### config.mk
export PLATFORM = sky130hd
export DESIGN_NAME = dmsc_cmd
export DESIGN_NICKNAME = d
export VERILOG_FILES = /design/src/design/dmsc_cmd.v
export VERILOG_INCLUDE_DIRS = /design/src /design/src/design
export SDC_FILE = /design/constraint.sdc
export NUM_CORES = 1
export LEC_CHECK = 0
export BUFFER_PORTS_ARGS = -buffer_cell sky130_fd_sc_hd__buf_4
export CAP_MARGIN = 25
export CELL_PAD_IN_SITES_DETAIL_PLACEMENT = 1
export CELL_PAD_IN_SITES_GLOBAL_PLACEMENT = 2
export CORE_MARGIN = 8
export CORE_UTILIZATION = 36
export DETAILED_ROUTE_END_ITERATION = 10
export GPL_TIMING_DRIVEN = 0
export PLACE_DENSITY_LB_ADDON = 0.1
export SYNTH_ARGS = -nofsm -noshare
export SYNTH_HDL_FRONTEND = slang
export SYNTH_SLANG_ARGS = --single-unit
### constraint.sdc
create_clock -name hclk -period 4.9 [get_ports hclk]
set_input_delay 0.49 -clock hclk [delete_from_list [all_inputs] [get_ports hclk]]
set_output_delay 0.49 -clock hclk [all_outputs]
set_load 0.005 [all_outputs]
### src/design/dmsc_consts.vh
// Constants for the ATA multiple-mode, sleep and monitoring command block.
// Assumes inclusion by bare name from design files.
`ifndef DMSC_CONSTS_VH
`define DMSC_CONSTS_VH
// Register byte addresses on the AHB-Lite slave
`define DMSC_A_CMD      8'h00
`define DMSC_A_FEAT     8'h04
`define DMSC_A_SECCNT   8'h08
`define DMSC_A_CYLLO    8'h0c
`define DMSC_A_CYLHI    8'h10
`define DMSC_A_STATUS   8'h14
`define DMSC_A_ERROR    8'h18
`define DMSC_A_ALTSTAT  8'h1c
`define DMSC_A_STATE    8'h20
`define DMSC_A_CONFIG   8'h24
`define DMSC_A_RESET    8'h28
// Command and subcommand codes
`define DMSC_C_SETMULT  8'hc6
`define DMSC_C_SLEEP1   8'h99
`define DMSC_C_SLEEP2   8'he6
`define DMSC_C_MON      8'hb0
`define DMSC_F_MONOFF   8'hd9
`define DMSC_F_MONON    8'hd8
`define DMSC_F_AUTOSV   8'hd2
`define DMSC_K_CYLLO    8'h4f
`define DMSC_K_CYLHI    8'hc2
`define DMSC_K_ASOFF    8'h00
`define DMSC_K_ASON     8'hf1
// Status and error bit positions
`define DMSC_S_BSY      7
`define DMSC_S_DRDY     6
`define DMSC_S_ERR      0
`define DMSC_E_ABRT     2
// Config bit positions
`define DMSC_G_PM       0
// Reset values
`define DMSC_R_BLK      8'h00
`define DMSC_R_MAXBLK   8'h80
// Timing: autonomous sleep delay, milliseconds, and clock rate in MHz
`define DMSC_T_SLEEP_MS 2000
`define DMSC_T_CLK_MHZ  250
`define DMSC_T_SLEEP_CYC (`DMSC_T_SLEEP_MS * 1000 * `DMSC_T_CLK_MHZ)
// Busy time of every command, in clocks after the first busy cycle
`define DMSC_T_PREP     8'h04
`endif

### src/design/dmsc_cmd.v
// ATA command interpreter for block-count setup, sleep and monitoring
// subcommands, with task-file registers on an AHB-Lite slave.
// Assumes one clock hclk at 250 MHz and a single whole-word AHB master.
//
// Decided for this implementation: the AHB-Lite interface to the registers and the address map.
`timescale 1ns/100ps
`default_nettype none
`include "dmsc_consts.vh"

// Operation
// RL1 - Command C6h with good count stores block size for read/write multiple.
// RL2 - Host loads sector count with 2..128, a power of two.
// RL3 - Unsupported block count aborts the setup command.
// RL4 - Setup command sets BSY first, then checks sector count.
// RL5 - Device accepts its reported maximum block size and smaller ones.
// RL6 - Host issues commands only while DRDY is one.
// RL7 - 99h and E6h mean sleep; abort without power management.
// RL8 - Sleep sets BSY, prepares, clears BSY, raises INTRQ.
// RL9 - Host reads Status to clear interrupt and allow sleep entry.
// RL10 - Unread interrupt drops and sleep starts after at least 2 s.
// RL11 - Host leaves command registers alone while asleep.
// RL12 - Only software or hardware reset wakes the device.
// RL13 - Never power on asleep nor stay asleep after reset.
// RL14 - Monitoring subcommands need cylinder 4Fh/C2h and valid feature.
// RL15 - D9h turns off all monitoring, timers and attribute saving.
// RL16 - Monitoring enable state survives power cycles.
// RL17 - While monitoring disabled, abort all subcommands except enable.
// RL18 - Monitoring disable sets BSY, disables, clears BSY, raises INTRQ.
// RL19 - D2h with 00h disables autosave, F1h enables, other vendor meaning.
// RL20 - Autosave state and non-zero setting survive power cycles.
// RL21 - Supported autosave sets BSY, changes it, clears BSY, INTRQ.
// RL22 - Autosave keeps BSY low, DRDY high; answer commands within 2 s.
// RL23 - Abort sets ERR and ABRT, clears BSY, raises INTRQ.
module dmsc_cmd #(
  parameter [7:0]  MAX_BLK    = `DMSC_R_MAXBLK,
  parameter [31:0] SLEEP_CYC  = `DMSC_T_SLEEP_CYC,
  parameter [7:0]  PREP_CYC   = `DMSC_T_PREP
) (
  // Clock and reset
  input  wire        hclk,
  input  wire        hresetn,
  // AHB-Lite slave
  input  wire        hsel,
  input  wire [31:0] haddr,
  input  wire [1:0]  htrans,
  input  wire        hwrite,
  input  wire [2:0]  hsize,
  input  wire        hready,
  input  wire [31:0] hwdata,
  output wire [31:0] hrdata,
  output wire        hreadyout,
  output wire        hresp,
  // Persisted settings loaded at power-on (nonvolatile store)
  input  wire        nv_mon_en,
  input  wire [7:0]  nv_autosave,
  output wire        nv_wr,
  output wire        nv_mon_out,
  output wire [7:0]  nv_autosave_out,
  // Device state toward the rest of the drive
  output wire        intrq,
  output wire        sleeping,
  output wire        multiple_en,
  output wire [7:0]  block_size,
  output wire        mon_active,
  output wire        autosave_en
);

  // **********************************************************
  // Bus slave
  // **********************************************************
  // Command states: idle, executing, sleep waiting on status read, asleep
  localparam [1:0] ST_IDLE  = 2'd0;
  localparam [1:0] ST_BUSY  = 2'd1;
  localparam [1:0] ST_PEND  = 2'd2;
  localparam [1:0] ST_SLEEP = 2'd3;
  // Last count of the pending period; a status read up to it still wins
  localparam [31:0] SLEEP_LAST = SLEEP_CYC - 32'h1;

  // Bus phase registers
  reg        wr_ph_ff;
  reg        rd_ph_ff;
  reg [7:0]  ad_ff;
  reg [31:0] hrdata_ff;

  // Command state and task file
  reg [1:0]  st_ff;
  reg [7:0]  cmd_ff;
  reg [7:0]  feat_ff;
  reg [7:0]  sc_ff;
  reg [7:0]  cl_ff;
  reg [7:0]  ch_ff;

  // Status and handshake
  reg        bsy_ff;
  reg        err_ff;
  reg        abrt_ff;
  reg        intrq_ff;

  // Settings
  reg        pm_ff;
  reg        blk_ok_ff;
  reg [7:0]  blk_ff;
  reg        mon_ff;
  reg [7:0]  as_ff;
  reg        nv_wr_ff;
  reg        load_ff;

  // Timers
  reg [7:0]  prep_ff;
  reg [31:0] slp_cnt_ff;

  // Registers are whole words only; narrower accesses are ignored
  wire       word_acc = (hsize == 3'b010);
  wire       take     = hsel & hready & htrans[1] & word_acc;

  // Status byte; DRDY drops while busy and while asleep
  reg  [7:0] stat;
  always @*
  begin
    stat               = 8'h00;
    stat[`DMSC_S_BSY]  = bsy_ff;
    stat[`DMSC_S_DRDY] = ~bsy_ff & (st_ff != ST_SLEEP);
    stat[`DMSC_S_ERR]  = err_ff;
  end

  // Address phase capture; every access answers in one data cycle
  always @(posedge hclk or negedge hresetn)
  begin
    if (!hresetn)
    begin
      wr_ph_ff <= 1'b0;
      rd_ph_ff <= 1'b0;
      ad_ff    <= 8'h00;
    end
    else
    begin
      wr_ph_ff <= take & hwrite;
      rd_ph_ff <= take & ~hwrite;
      ad_ff    <= haddr[7:0];
    end
  end

  assign hreadyout = 1'b1;
  assign hresp     = 1'b0;

  // Read data; unmapped addresses read zero
  wire       rd_now = take & ~hwrite;
  reg [31:0] nxt_rd;
  always @*
  begin
    nxt_rd = 32'h0;
    if (haddr[7:0] == `DMSC_A_FEAT)
      nxt_rd = {24'h0, feat_ff};
    else if (haddr[7:0] == `DMSC_A_SECCNT)
      nxt_rd = {24'h0, sc_ff};
    else if (haddr[7:0] == `DMSC_A_CYLLO)
      nxt_rd = {24'h0, cl_ff};
    else if (haddr[7:0] == `DMSC_A_CYLHI)
      nxt_rd = {24'h0, ch_ff};
    else if (haddr[7:0] == `DMSC_A_STATUS || haddr[7:0] == `DMSC_A_ALTSTAT)
      nxt_rd = {24'h0, stat};
    else if (haddr[7:0] == `DMSC_A_ERROR)
      nxt_rd[`DMSC_E_ABRT] = abrt_ff;
    else if (haddr[7:0] == `DMSC_A_STATE)
      nxt_rd = {14'h0, st_ff, as_ff, blk_ff};
    else if (haddr[7:0] == `DMSC_A_CONFIG)
      nxt_rd = {23'h0, mon_ff, 7'h00, pm_ff};
  end

  always @(posedge hclk or negedge hresetn)
  begin
    if (!hresetn)
      hrdata_ff <= 32'h0;
    else if (rd_now)
      hrdata_ff <= nxt_rd;
  end
  assign hrdata = hrdata_ff;

  // **********************************************************
  // Command decode
  // **********************************************************
  wire wr_cmd  = wr_ph_ff & (ad_ff == `DMSC_A_CMD);
  wire wr_srst = wr_ph_ff & (ad_ff == `DMSC_A_RESET) & hwdata[2];
  // Status read (not alternate status) acknowledges the interrupt
  wire rd_stat = rd_ph_ff & (ad_ff == `DMSC_A_STATUS);
  // Opcode is taken from the write data in the command's data phase
  wire [7:0] c = hwdata[7:0];

  // Explicit match keeps zero, one and odd counts out of the block size
  wire pow2 = (sc_ff == 8'h02) | (sc_ff == 8'h04) | (sc_ff == 8'h08) |
              (sc_ff == 8'h10) | (sc_ff == 8'h20) | (sc_ff == 8'h40) |
              (sc_ff == 8'h80);
  wire blk_good = pow2 & (sc_ff <= MAX_BLK);                // RL3 RL5
  wire sig_ok   = (cl_ff == `DMSC_K_CYLLO) & (ch_ff == `DMSC_K_CYLHI); // RL14

  // **********************************************************
  // Command state machine
  // **********************************************************
  always @(posedge hclk or negedge hresetn)
  begin
    if (!hresetn)
    begin
      st_ff      <= ST_IDLE;                                 // RL13
      cmd_ff     <= 8'h00;
      feat_ff    <= 8'h00;
      sc_ff      <= 8'h00;
      cl_ff      <= 8'h00;
      ch_ff      <= 8'h00;
      bsy_ff     <= 1'b0;
      err_ff     <= 1'b0;
      abrt_ff    <= 1'b0;
      intrq_ff   <= 1'b0;
      pm_ff      <= 1'b1;
      blk_ok_ff  <= 1'b0;
      blk_ff     <= `DMSC_R_BLK;
      mon_ff     <= 1'b0;
      as_ff      <= 8'h00;
      nv_wr_ff   <= 1'b0;
      load_ff    <= 1'b1;
      prep_ff    <= 8'h00;
    end
    else
    begin
      nv_wr_ff <= 1'b0;
      // Persisted settings taken once after reset release
      if (load_ff)
      begin
        load_ff <= 1'b0;
        mon_ff  <= nv_mon_en;                                // RL16
        as_ff   <= nv_autosave;                              // RL20
      end
      // Config write, ignored while busy
      if (wr_ph_ff && ad_ff == `DMSC_A_CONFIG && !bsy_ff)
        pm_ff <= hwdata[`DMSC_G_PM];
      // Soft reset wakes the device and clears the handshake
      if (wr_srst)
      begin
        st_ff    <= ST_IDLE;                                 // RL12
        bsy_ff   <= 1'b0;
        intrq_ff <= 1'b0;
        err_ff   <= 1'b0;
        abrt_ff  <= 1'b0;
      end
      else
      begin
        case (st_ff)
          ST_IDLE, ST_PEND:
          begin
            // Task-file writes while idle or waiting to sleep
            if (wr_ph_ff && ad_ff == `DMSC_A_FEAT)
              feat_ff <= hwdata[7:0];
            if (wr_ph_ff && ad_ff == `DMSC_A_SECCNT)
              sc_ff <= hwdata[7:0];
            if (wr_ph_ff && ad_ff == `DMSC_A_CYLLO)
              cl_ff <= hwdata[7:0];
            if (wr_ph_ff && ad_ff == `DMSC_A_CYLHI)
              ch_ff <= hwdata[7:0];
            if (rd_stat)
              intrq_ff <= 1'b0;
            // Status read after sleep completion lets sleep begin
            if (st_ff == ST_PEND && rd_stat)
              st_ff <= ST_SLEEP;                             // RL9
            else if (st_ff == ST_PEND && slp_cnt_ff == SLEEP_LAST)
            begin
              intrq_ff <= 1'b0;                              // RL10
              st_ff    <= ST_SLEEP;
            end
            // A new command wins over pending sleep
            if (wr_cmd)
            begin
              cmd_ff   <= c;
              bsy_ff   <= 1'b1;                              // RL4 RL8 RL18 RL21
              intrq_ff <= 1'b0;
              err_ff   <= 1'b0;
              abrt_ff  <= 1'b0;
              prep_ff  <= PREP_CYC;
              st_ff    <= ST_BUSY;
            end
          end
          ST_BUSY:
          begin
            if (prep_ff != 8'h00)
              prep_ff <= prep_ff - 8'h01;
            else
            begin
              // BSY drops and INTRQ rises on one edge, aborted or not
              bsy_ff     <= 1'b0;
              intrq_ff   <= 1'b1;                            // RL23
              st_ff      <= ST_IDLE;
              if (cmd_ff == `DMSC_C_SETMULT)
              begin
                if (blk_good)
                begin
                  blk_ff    <= sc_ff;                        // RL1
                  blk_ok_ff <= 1'b1;
                end
                else
                begin
                  err_ff  <= 1'b1;                           // RL3
                  abrt_ff <= 1'b1;
                end
              end
              else if (cmd_ff == `DMSC_C_SLEEP1 || cmd_ff == `DMSC_C_SLEEP2)
              begin
                if (pm_ff)
                  st_ff <= ST_PEND;                          // RL7 RL8
                else
                begin
                  err_ff  <= 1'b1;                           // RL7
                  abrt_ff <= 1'b1;
                end
              end
              else if (cmd_ff == `DMSC_C_MON && sig_ok &&
                       feat_ff == `DMSC_F_MONON)
              begin
                mon_ff   <= 1'b1;
                nv_wr_ff <= ~mon_ff;
              end
              else if (cmd_ff == `DMSC_C_MON && sig_ok && mon_ff &&
                       feat_ff == `DMSC_F_MONOFF)
              begin
                mon_ff   <= 1'b0;                            // RL15 RL18
                nv_wr_ff <= 1'b1;                            // RL16
              end
              else if (cmd_ff == `DMSC_C_MON && sig_ok && mon_ff &&
                       feat_ff == `DMSC_F_AUTOSV)
              begin
                as_ff    <= sc_ff;                           // RL19 RL21
                nv_wr_ff <= 1'b1;                            // RL20
              end
              else
              begin
                // Bad signature, feature, disabled monitoring or unknown
                err_ff  <= 1'b1;                             // RL14 RL17 RL23
                abrt_ff <= 1'b1;
              end
            end
          end
          default:
          begin
            // Asleep: only reset leaves; task-file and command writes are dropped
            st_ff <= ST_SLEEP;                               // RL12
          end
        endcase
      end
    end
  end

  // Sleep timer; runs only while sleep waits on the status read, so each
  // pending period starts from zero and a new command stops it
  always @(posedge hclk or negedge hresetn)
  begin
    if (!hresetn)
      slp_cnt_ff <= 32'h0;
    else if (st_ff == ST_PEND)
      slp_cnt_ff <= slp_cnt_ff + 32'h1;                      // RL10
    else
      slp_cnt_ff <= 32'h0;
  end

  // **********************************************************
  // Outputs
  // **********************************************************
  // Handshake and power state
  assign intrq           = intrq_ff;
  assign sleeping        = (st_ff == ST_SLEEP);
  assign multiple_en     = blk_ok_ff;                        // RL1
  assign block_size      = blk_ff;
  // Monitoring timers gated off when disabled
  assign mon_active      = mon_ff;                           // RL15
  // Autosave runs in the background and never touches BSY or DRDY
  assign autosave_en     = mon_ff & (as_ff != `DMSC_K_ASOFF); // RL19 RL22
  // Store write port: live settings, strobed by a one-cycle nv_wr
  assign nv_wr           = nv_wr_ff;
  assign nv_mon_out      = mon_ff;
  assign nv_autosave_out = as_ff;

endmodule // dmsc_cmd
`default_nettype wire

; ---- Word-level counts from Yosys, hierarchy flattened
; Cells that the tools add are included.
[word_totals]
word_cells = 201
out_inout_bits = 57
ff_bits = 148
[op_classes]
order_cmp = 1
addsub = 2
bitwise_logic = 24
n_reduce_logical = 34
mux = 70
eq_ne = 48
[op_table]
columns = operator, n
row1 = two-way mux 32 bit, 7
row2 = two-way mux 8 bit, 11
row3 = == test 8 bit (second input constant), 9
row4 = == test 8 x 5 -> 1 bit (second input constant), 7
row5 = == test 8 x 4 -> 1 bit (second input constant), 5
row6 = == test 8 x 6 -> 1 bit (second input constant), 5
row7 = two-way mux 1 bit, 36
row8 = adder 32 x 1 -> 32 bit (second input constant), 1
row9 = == test 32 x 29 -> 1 bit (second input constant), 1
row10 = two-way mux 29 bit, 1
row11 = inequality test 5 bit (second input constant), 5
row12 = == test 8 x 3 -> 1 bit (second input constant), 3
row13 = two-way mux 2 bit, 9
row14 = AND reduction 3 bit, 6
row15 = == test 8 x 7 -> 1 bit (second input constant), 2
row16 = one-hot mux 8 bit (2 select lines), 1
row17 = nonzero test 8 bit, 2
row18 = AND 1 bit, 13
row19 = logical AND 1 bit, 13
row20 = two-way mux 9 bit, 1
row21 = == test 8 x 2 -> 1 bit (second input constant), 1
row22 = less-or-equal comparator 8 bit (second input constant), 1
row23 = logical NOT 8 bit, 1
row24 = AND reduction 8 bit, 1
row25 = 20 further kinds, 37

; ---- Longest topological paths before layout
; Gate-level depths: netlist of run 1.
[logic_depth]
depth_word = 13
depth_mapped = 7
mapped_depth_nobuf = 7

; ---- Least setup slack after synthesis of run 1
; Ideal clock, no wire load.
[synth_timing]
path_type = flip-flop to flip-flop
from = register prep_ff[0]
to = register as_ff[0], in the netlist nv_autosave_out[0]
path_slack_ps = 2705
setup_ps = 125
path_buffers = 0
required_time_ps = 4775
path_stages_with_launch = 8
arrival_ps = 2071
cell_sequence = dfrtp_1 -> inv_1 -> ha_1 -> nor4b_1 -> and2_1 -> nand3_1 -> nor3_4 -> mux2_2
[synth_between]
elab_chain_cells = 4
[synth_rtl]
columns = element, line
row1 = from (decl), dmsc_cmd.v:109  ; reg [7:0] prep_ff;
row2 = from (signal assigned), dmsc_cmd.v:283  ; prep_ff <= prep_ff - 8'h01;
row3 = nonzero test 8 bit, dmsc_cmd.v:282  ; if (prep_ff != 8'h00)
row4 = two-way mux 8 bit, dmsc_cmd.v:282
row5 = two-way mux 8 bit, dmsc_cmd.v:246  ; case (st_ff)
row6 = two-way mux 8 bit, dmsc_cmd.v:236  ; if (wr_srst)
row7 = to (signal assigned), dmsc_cmd.v:230  ; as_ff <= nv_autosave;
row8 = to (decl), dmsc_cmd.v:104  ; reg [7:0] as_ff;
; No other way between the ends.
; A chain may end at the register's enable or synchronous reset.

; ---- Worst setup path in the final report of run 1
; Same ends and word-level chain as after synthesis.

==> metrics.csv, run 1 <==
stage,metric,value,unit
cts,numCtsBuffers,17,
cts,cts.sinks,134,
global_routing,grt.total_usage,0.1794,
placed_design,placed_cell_area,7670,um2
sta,report.final.slew_viol_count,0,
cts,post-cts-setup-buffers,0,
critical_path,required,5.20,ns
logic_synthesis,yosys_register_bits,134,
logic_synthesis,async_flop_share,1.000,
power,ir_drop,0.1882,mV
logic_synthesis,netlist_area,6724,um2
sta,setup-tns-final,0,ns
logic_synthesis,ys_warn_count,0,
sta,skew,0.01324,ns
sta,finalCriticalPeriod,2.795,ns
sta,period_share,0.5704,
worst_hold_path,hold_class,input pin to asynchronous set/reset pin,
sta,whs,0.05361,ns
logic_synthesis,synth_cell_types,67,
cts,cts_tree,built,
critical_path,worstPathArrival,3.10,ns
sta,tightest_slew,0.9734,ns
sta,setup_viol,0,
placed_design,dp_hpwl,14.94,mm
global_routing,grt_max_degree,75,
sta,finalWorstSetupSlack,2.105,ns
routing,drc,0,
routing,drt_iter0_drc,241,
routing,postRouteAntennaNets,0,
layout,diodes,0,
routing,vias_per_cell,5.457,
logic_synthesis,synthFlopType,dfrtp_1,
floorplan,die_w,152.7,um
power,power_density,311.8,nW/um2
logic_synthesis,syn-mean-instance-area,10.39,um2
critical_path,cp-start-kind,flop,
global_routing,grt.overflow.total,0,
routing,drt-total-wl,20.31,mm
floorplan,fp-row-count,50,
layout,utilization,0.4449,
global_routing,grt_antenna_before_repair,0,
layout,stdcell_count,1004,
cts,hold_buffers,0,
logic_synthesis,ys_seq_area_frac,0.4991,
status,status,completed,
cts,cts_resized,0,
floorplan,die_h,152.7,um
logic_synthesis,synthCells,647,
layout,syn_to_final_growth,22.52,%
sta,hold_violations,0,
critical_path,end_kind,flop,
critical_path,cp_max_fo,8,
cts,clk_pin_slew_worst_paths,0.06,ns
routing,first_pass_iters,4,
critical_path,path_class,flop to flop,
sta,max_freq,357.8,MHz
cts,cts_buffer_depth,2,
power,p_total,2.568,mW
job,maxCapViolCount,0,
placed_design,place_ws,2.102,ns
global_routing,grt_pass1_wl,33.28,mm
routing,wire_per_inst,20.23,um
cts,root_buffer,clkbuf_16,
global_routing,grt_pass1_vias,5964,
layout,layout_common_cells,"dfrtp_1, buf_4, mux2_2, nand2_1, nor2_1",
logic_synthesis,synth_edf_count,0,
cts,clk_latency,0.42,ns
floorplan,initial_core_util,0.3631,
routing,routed-via-count,5479,
placed_design,placed_cells,972,
layout,drive_gt1_frac,0.2584,
layout,nFillCells,2116,
floorplan,core_area,18520,um2
layout,final_common_cell,dfrtp_1,
cts,htreeDepth,4,
sta,rsz0062_at_grt,no,
power,power_leakage,3.509,nW
floorplan,io_pins,140,
sta,max-slew-margin-rel,0.3451,
placed_design,io_buffers,74,
layout,finalInstanceArea,8238,um2
layout,final_nets,842,
floorplan,die-area,23310,um2
placed_design,gp_congestion,0.8496,
-- final timing paths --
check	start	end	slack [ns]	cells past startpoint
max	prep_ff[0]	nv_autosave_out[0]	2.11	7
min	hresetn	prep_ff[2]	0.05	1
max reg2reg	prep_ff[0]	nv_autosave_out[0]	2.11	7
min reg2reg	multiple_en	multiple_en	0.47	1
max in group asynchronous	hresetn	nv_autosave_out[1]	4.06	2
min in group hclk	haddr[6]	ad_ff[6]	0.21	1
-- per-layer routing --
| layer | global-route usage | vias up | share of wire |
|---|---|---|---|
| met4 | 0.07210 | 0 | 0.022 |
| met1 | 0.2269 | 2793 | 0.45 |
| met2 | 0.2899 | 102 | 0.48 |
| met5 | 0 | - | 0 |
| met3 | 0.04368 | 24 | 0.044 |
| li1 | - | 2560 | - |
-- sequential cells by signal (all words and copies together), names as in the netlist --
signal and count:
cl_ff 8, block_size 8, load_ff 1, slp_cnt_ff 32, cmd_ff 8, rd_ph_ff 1, nv_wr 1, ch_ff 8
st_ff 2, bsy_ff 1, mon_active 1, prep_ff 8, feat_ff 8, abrt_ff 1, sc_ff 8, nv_autosave_out 8
wr_ph_ff 1, intrq 1, multiple_en 1, ad_ff 8, pm_ff 1, hrdata 18
-- kinds of logic (layout without fill, tap and decap cells) --
family	after synthesis	count (layout)	synth area share
muxes	59	59	0.09862
DFF	134	134	0.4991
and+or+nand+nor	265	265	0.2136
adders and majority gates	2	2	0.003721
buffers and inverters	54	162	0.03982
other	2	17	0.001117
AOI/OAI and AO/OA	105	105	0.1102
xor gates and xnor gates	26	26	0.03387
-- Yosys cell counts (8+ instances only) --
cell type | instances | area (um2)
dfrtp_1 | 132 | 3303
nand3_1 | 30 | 150.1
nor4_1 | 24 | 150.1
inv_1 | 12 | 45.04
nor2_1 | 53 | 198.9
nand4_1 | 8 | 50.05
xnor2_1 | 19 | 166.4
and2_1 | 8 | 50.05
and3_1 | 10 | 62.56
nand2_1 | 55 | 206.5
clkbuf_1 | 18 | 67.56
nand2b_1 | 8 | 50.05
o21ai_0 | 22 | 110.1
nor4b_1 | 8 | 70.07
nor2b_1 | 8 | 50.05
mux2_2 | 58 | 653.1
a22o_1 | 12 | 105.1
nor3_1 | 19 | 95.09
a21oi_1 | 21 | 105.1
buf_4 | 17 | 127.6
-- worst max-delay path, stage by stage, from the launching register on --
cell and delay (ns):
dfrtp_1 0.41, inv_1 0.07, ha_1 0.23, nor4b_1 0.48, and2_1 0.28, nand3_1 0.33, nor3_4 0.49, mux2_2 0.39
-- where the power goes --
part	switching [mW]	leakage [nW]	internal (mW)
registers	0.0340	1.70	1.14
logic	0.0853	1.54	0.0838
clock network	0.545	0.272	0.683
-- layout make-up --
class	count	area (um2)	area share
flip-flops and latches	134	3356	0.4074
multi-input cells	474	3162	0.3838
repair buffers	76	591.8	0.07184
clock buffers	18	439.2	0.05331
well taps	234	292.8	0.03554
plain buffers	42	222.7	0.02704
clock inverters	14	128.9	0.01564
inverters	12	45.04	0.005468
Power figures use the tool's default switching activity.
==> run 2: changes to the inputs <==
--- a/config.mk
+++ b/config.mk
@@ -11,7 +11,7 @@
 export CELL_PAD_IN_SITES_DETAIL_PLACEMENT = 1
 export CELL_PAD_IN_SITES_GLOBAL_PLACEMENT = 2
 export CORE_MARGIN = 8
-export CORE_UTILIZATION = 36
+export CORE_UTILIZATION = 31
 export DETAILED_ROUTE_END_ITERATION = 10
 export GPL_TIMING_DRIVEN = 0
 export PLACE_DENSITY_LB_ADDON = 0.1
==> constraint.sdc (replaced) <==
create_clock -name hclk -period 2.3 [get_ports hclk]
set_input_delay 0.23 -clock hclk [delete_from_list [all_inputs] [get_ports hclk]]
set_output_delay 0.23 -clock hclk [all_outputs]
set_load 0.005 [all_outputs]
==> run 2 against run 1 <==
Net effect:
- sequential power is 110% higher
- utilization down 4.1 points
- global-route usage fell by 0.92 points
- fmax rose by 24%
- via count rose by 2.4%
- wire length grew 7.7%
- combinational power up 130%
- non-clock buffer count rose by 23
- count of clock-buffer cells in the layout is 1 higher
- critical endpoint is now block_size[7]
- clock skew is 0.0019 ns higher
==> metrics.csv, run 2 (synthesis results as in run 1) <==
stage,metric,value,unit,change
critical_path,required,2.61,ns,was 5.20 ns
placed_design,io_buffers,74,,unchanged
critical_path,cp-start-kind,flop,,unchanged
layout,syn_to_final_growth,29.31,%,was 22.52%
layout,drive_gt1_frac,0.3048,,was 0.2584
cts,cts_tree,built,,unchanged
cts,clk_latency,0.43,ns,was 0.42 ns
layout,diodes,0,,unchanged
worst_hold_path,hold_class,input pin to flop,,was input pin to asynchronous set/reset pin
layout,largest_reg_flops,32,,unchanged
routing,wire_per_inst,20.36,um,was 20.23 um
cts,clk_pin_slew_worst_paths,0.06,ns,about the same
global_routing,grt_pass1_wl,35.16,mm,was 33.28 mm
global_routing,grt.total_usage,0.1703,,was 0.1794
layout,regMostFlops,slp_cnt_ff,,unchanged
routing,drt_iter0_drc,194,,was 241
power,switchingPower,1.422,mW,was 664.2 uW
power,ir_drop,0.3846,mV,was 0.1882 mV
floorplan,io_pins,140,,unchanged
layout,layout_common_cells,"dfrtp_1, buf_4, mux2_2, nand2_1, nor2_1",,unchanged
routing,vias_per_cell,5.224,,was 5.457
critical_path,path_class,flop to flop,,unchanged
power,power_density,632.4,nW/um2,was 311.8 nW/um2
sta,setup-tns-final,0,ns,unchanged
power,power_leakage,3.673,nW,was 3.509 nW
job,maxCapViolCount,0,,unchanged
sta,skew,0.01511,ns,was 0.01324 ns
layout,utilization,0.4034,,was 0.4449
sta,finalCriticalPeriod,2.248,ns,was 2.795 ns
global_routing,grt.overflow.total,0,,unchanged
sta,setup_viol,0,,unchanged
critical_path,cp_max_fo,5,,was 8
critical_path,worstPathArrival,2.56,ns,was 3.10 ns
sta,rsz0062_at_grt,yes,,was no
floorplan,die_w,163.3,um,was 152.7 um
cts,numCtsBuffers,17,,unchanged
floorplan,core_area,21550,um2,was 18520 um2
power,pwr-share-seq,0.455,,was 0.456
power,internal_power,4.077,mW,was 1.904 mW
cts,root_buffer,clkbuf_16,,unchanged
floorplan,fp-row-count,54,,was 50
floorplan,die_h,163.3,um,was 152.7 um
sta,tightest_slew,1.090,ns,was 0.9734 ns
routing,drt-total-wl,21.87,mm,was 20.31 mm
power,pwr-share-comb,0.070,,was 0.066
cts,htreeDepth,4,,unchanged
status,status,completed,,unchanged
global_routing,grt_pass1_vias,6078,,was 5964
power,switching_share,0.2587,,was 0.2586
routing,postRouteAntennaNets,0,,unchanged
power,pwr-share-clk,0.476,,was 0.478
layout,final_nets,866,,was 842
sta,max_freq,444.9,MHz,was 357.8 MHz
routing,first_pass_iters,4,,unchanged
worst_hold_path,min_path_cells,3,,
placed_design,dp_hpwl,15.76,mm,was 14.94 mm
critical_path,reg2reg_depth,6,,was 7
sta,report.final.slew_viol_count,0,,unchanged
sta,hold_violations,0,,unchanged
floorplan,initial_core_util,0.3120,,was 0.3631
cts,cts.sinks,134,,unchanged
sta,max-slew-margin-rel,0.2634,,was 0.3451
sta,period_share,0.9772,,was 0.5704
cts,cts_buffer_depth,2,,unchanged
floorplan,die-area,26660,um2,was 23310 um2
layout,final_common_cell,dfrtp_1,,unchanged
critical_path,end_kind,flop,,unchanged
placed_design,gp_congestion,0.8217,,was 0.8496
global_routing,grt_max_degree,75,,unchanged
routing,routed-via-count,5611,,was 5479
routing,drc,0,,unchanged
global_routing,grt_antenna_before_repair,0,,unchanged
==> run 2: cell types whose count changed in the layout (fill, tap and decap cells not counted), sizes merged <==
cell and change:
clkdlybuf4s18 +1, inv -3, o21bai +1, clkinvlp +2
buf +14, dlygate4sd3 +9
==> run 2: metal layers <==
| metal | vias up | part of all wire | GRT usage |
|---|---|---|---|
| met5 | - | 0 | 0 |
| met4 | 0 | 0.016 | 0.04921 |
| li1 | 2603 | - | - |
| met1 | 2910 | 0.43 | 0.2067 |
| met2 | 72 | 0.52 | 0.2956 |
| met3 | 26 | 0.032 | 0.03906 |
==> run 2: metrics by stage <==
stage	power (mW)	hold slack, ns	instances	setup slack [ns]	instance area [um2]
after floorplan	2.669	-0.06559	662	0.1046	6780
after global placement	2.894	0.3721	1016	-0.5616	7686
after detailed placement	2.908	0.3096	1019	-0.5863	7732
after CTS	5.554	0.02455	1068	0.0002882	8591
after global routing	5.713	0.02708	1074	-0.04220	8695
final	5.499	0.03796	1074	0.05238	8695
==> run 2: critical path, stage by stage (launching register included) <==
cell and delay [ns]:
dfrtp_2 0.43, or3_4 0.43, or4_4 0.45, a2111oi_4 0.21, buf_6 0.18, o21bai_4 0.12, mux2_2 0.31
==> run 2: power groups by stage <==
stage               clock network, mW  logic [mW]  registers [mW]
floorplan                           0       0.156            2.51
global placement                    0       0.357            2.54
detailed placement                  0       0.368            2.54
CTS                              2.67       0.385            2.50
global route                     2.78       0.424            2.51
finish                           2.62       0.383            2.50
==> run 2: cell type report <==
class / count / area, um2
plain buffers: 41 / 222.7
clock buffers: 19 / 452.9
clock inverters: 13 / 110.1
fillers: 2437 / 12860
inverters: 12 / 45.04
multi-input cells: 475 / 3341
flip-flops and latches: 134 / 3359
well taps: 280 / 350.3
repair buffers: 100 / 813.3
==> run 2: timing repair <==
action,in CTS,in global routing
hold buffers,9,0
buffers inserted,7,7
endpoints found under the setup margin,61,58
gates resized for setup,22,18
gates cloned,1,0
pin swaps,5,6
hold endpoints to repair,80,0
==> run 2: worst paths after layout <==
path	start	endpoint	slack, ns
setup reg to reg	cmd_ff[0]	block_size[7]	0.05
max in group asynchronous	hresetn	pm_ff	1.14
min in group asynchronous	hresetn	prep_ff[0]	0.37
setup / recovery	cmd_ff[0]	block_size[7]	0.05
hold reg to reg	multiple_en	multiple_en	0.48
hold / removal	hwrite	wr_ph_ff	0.04
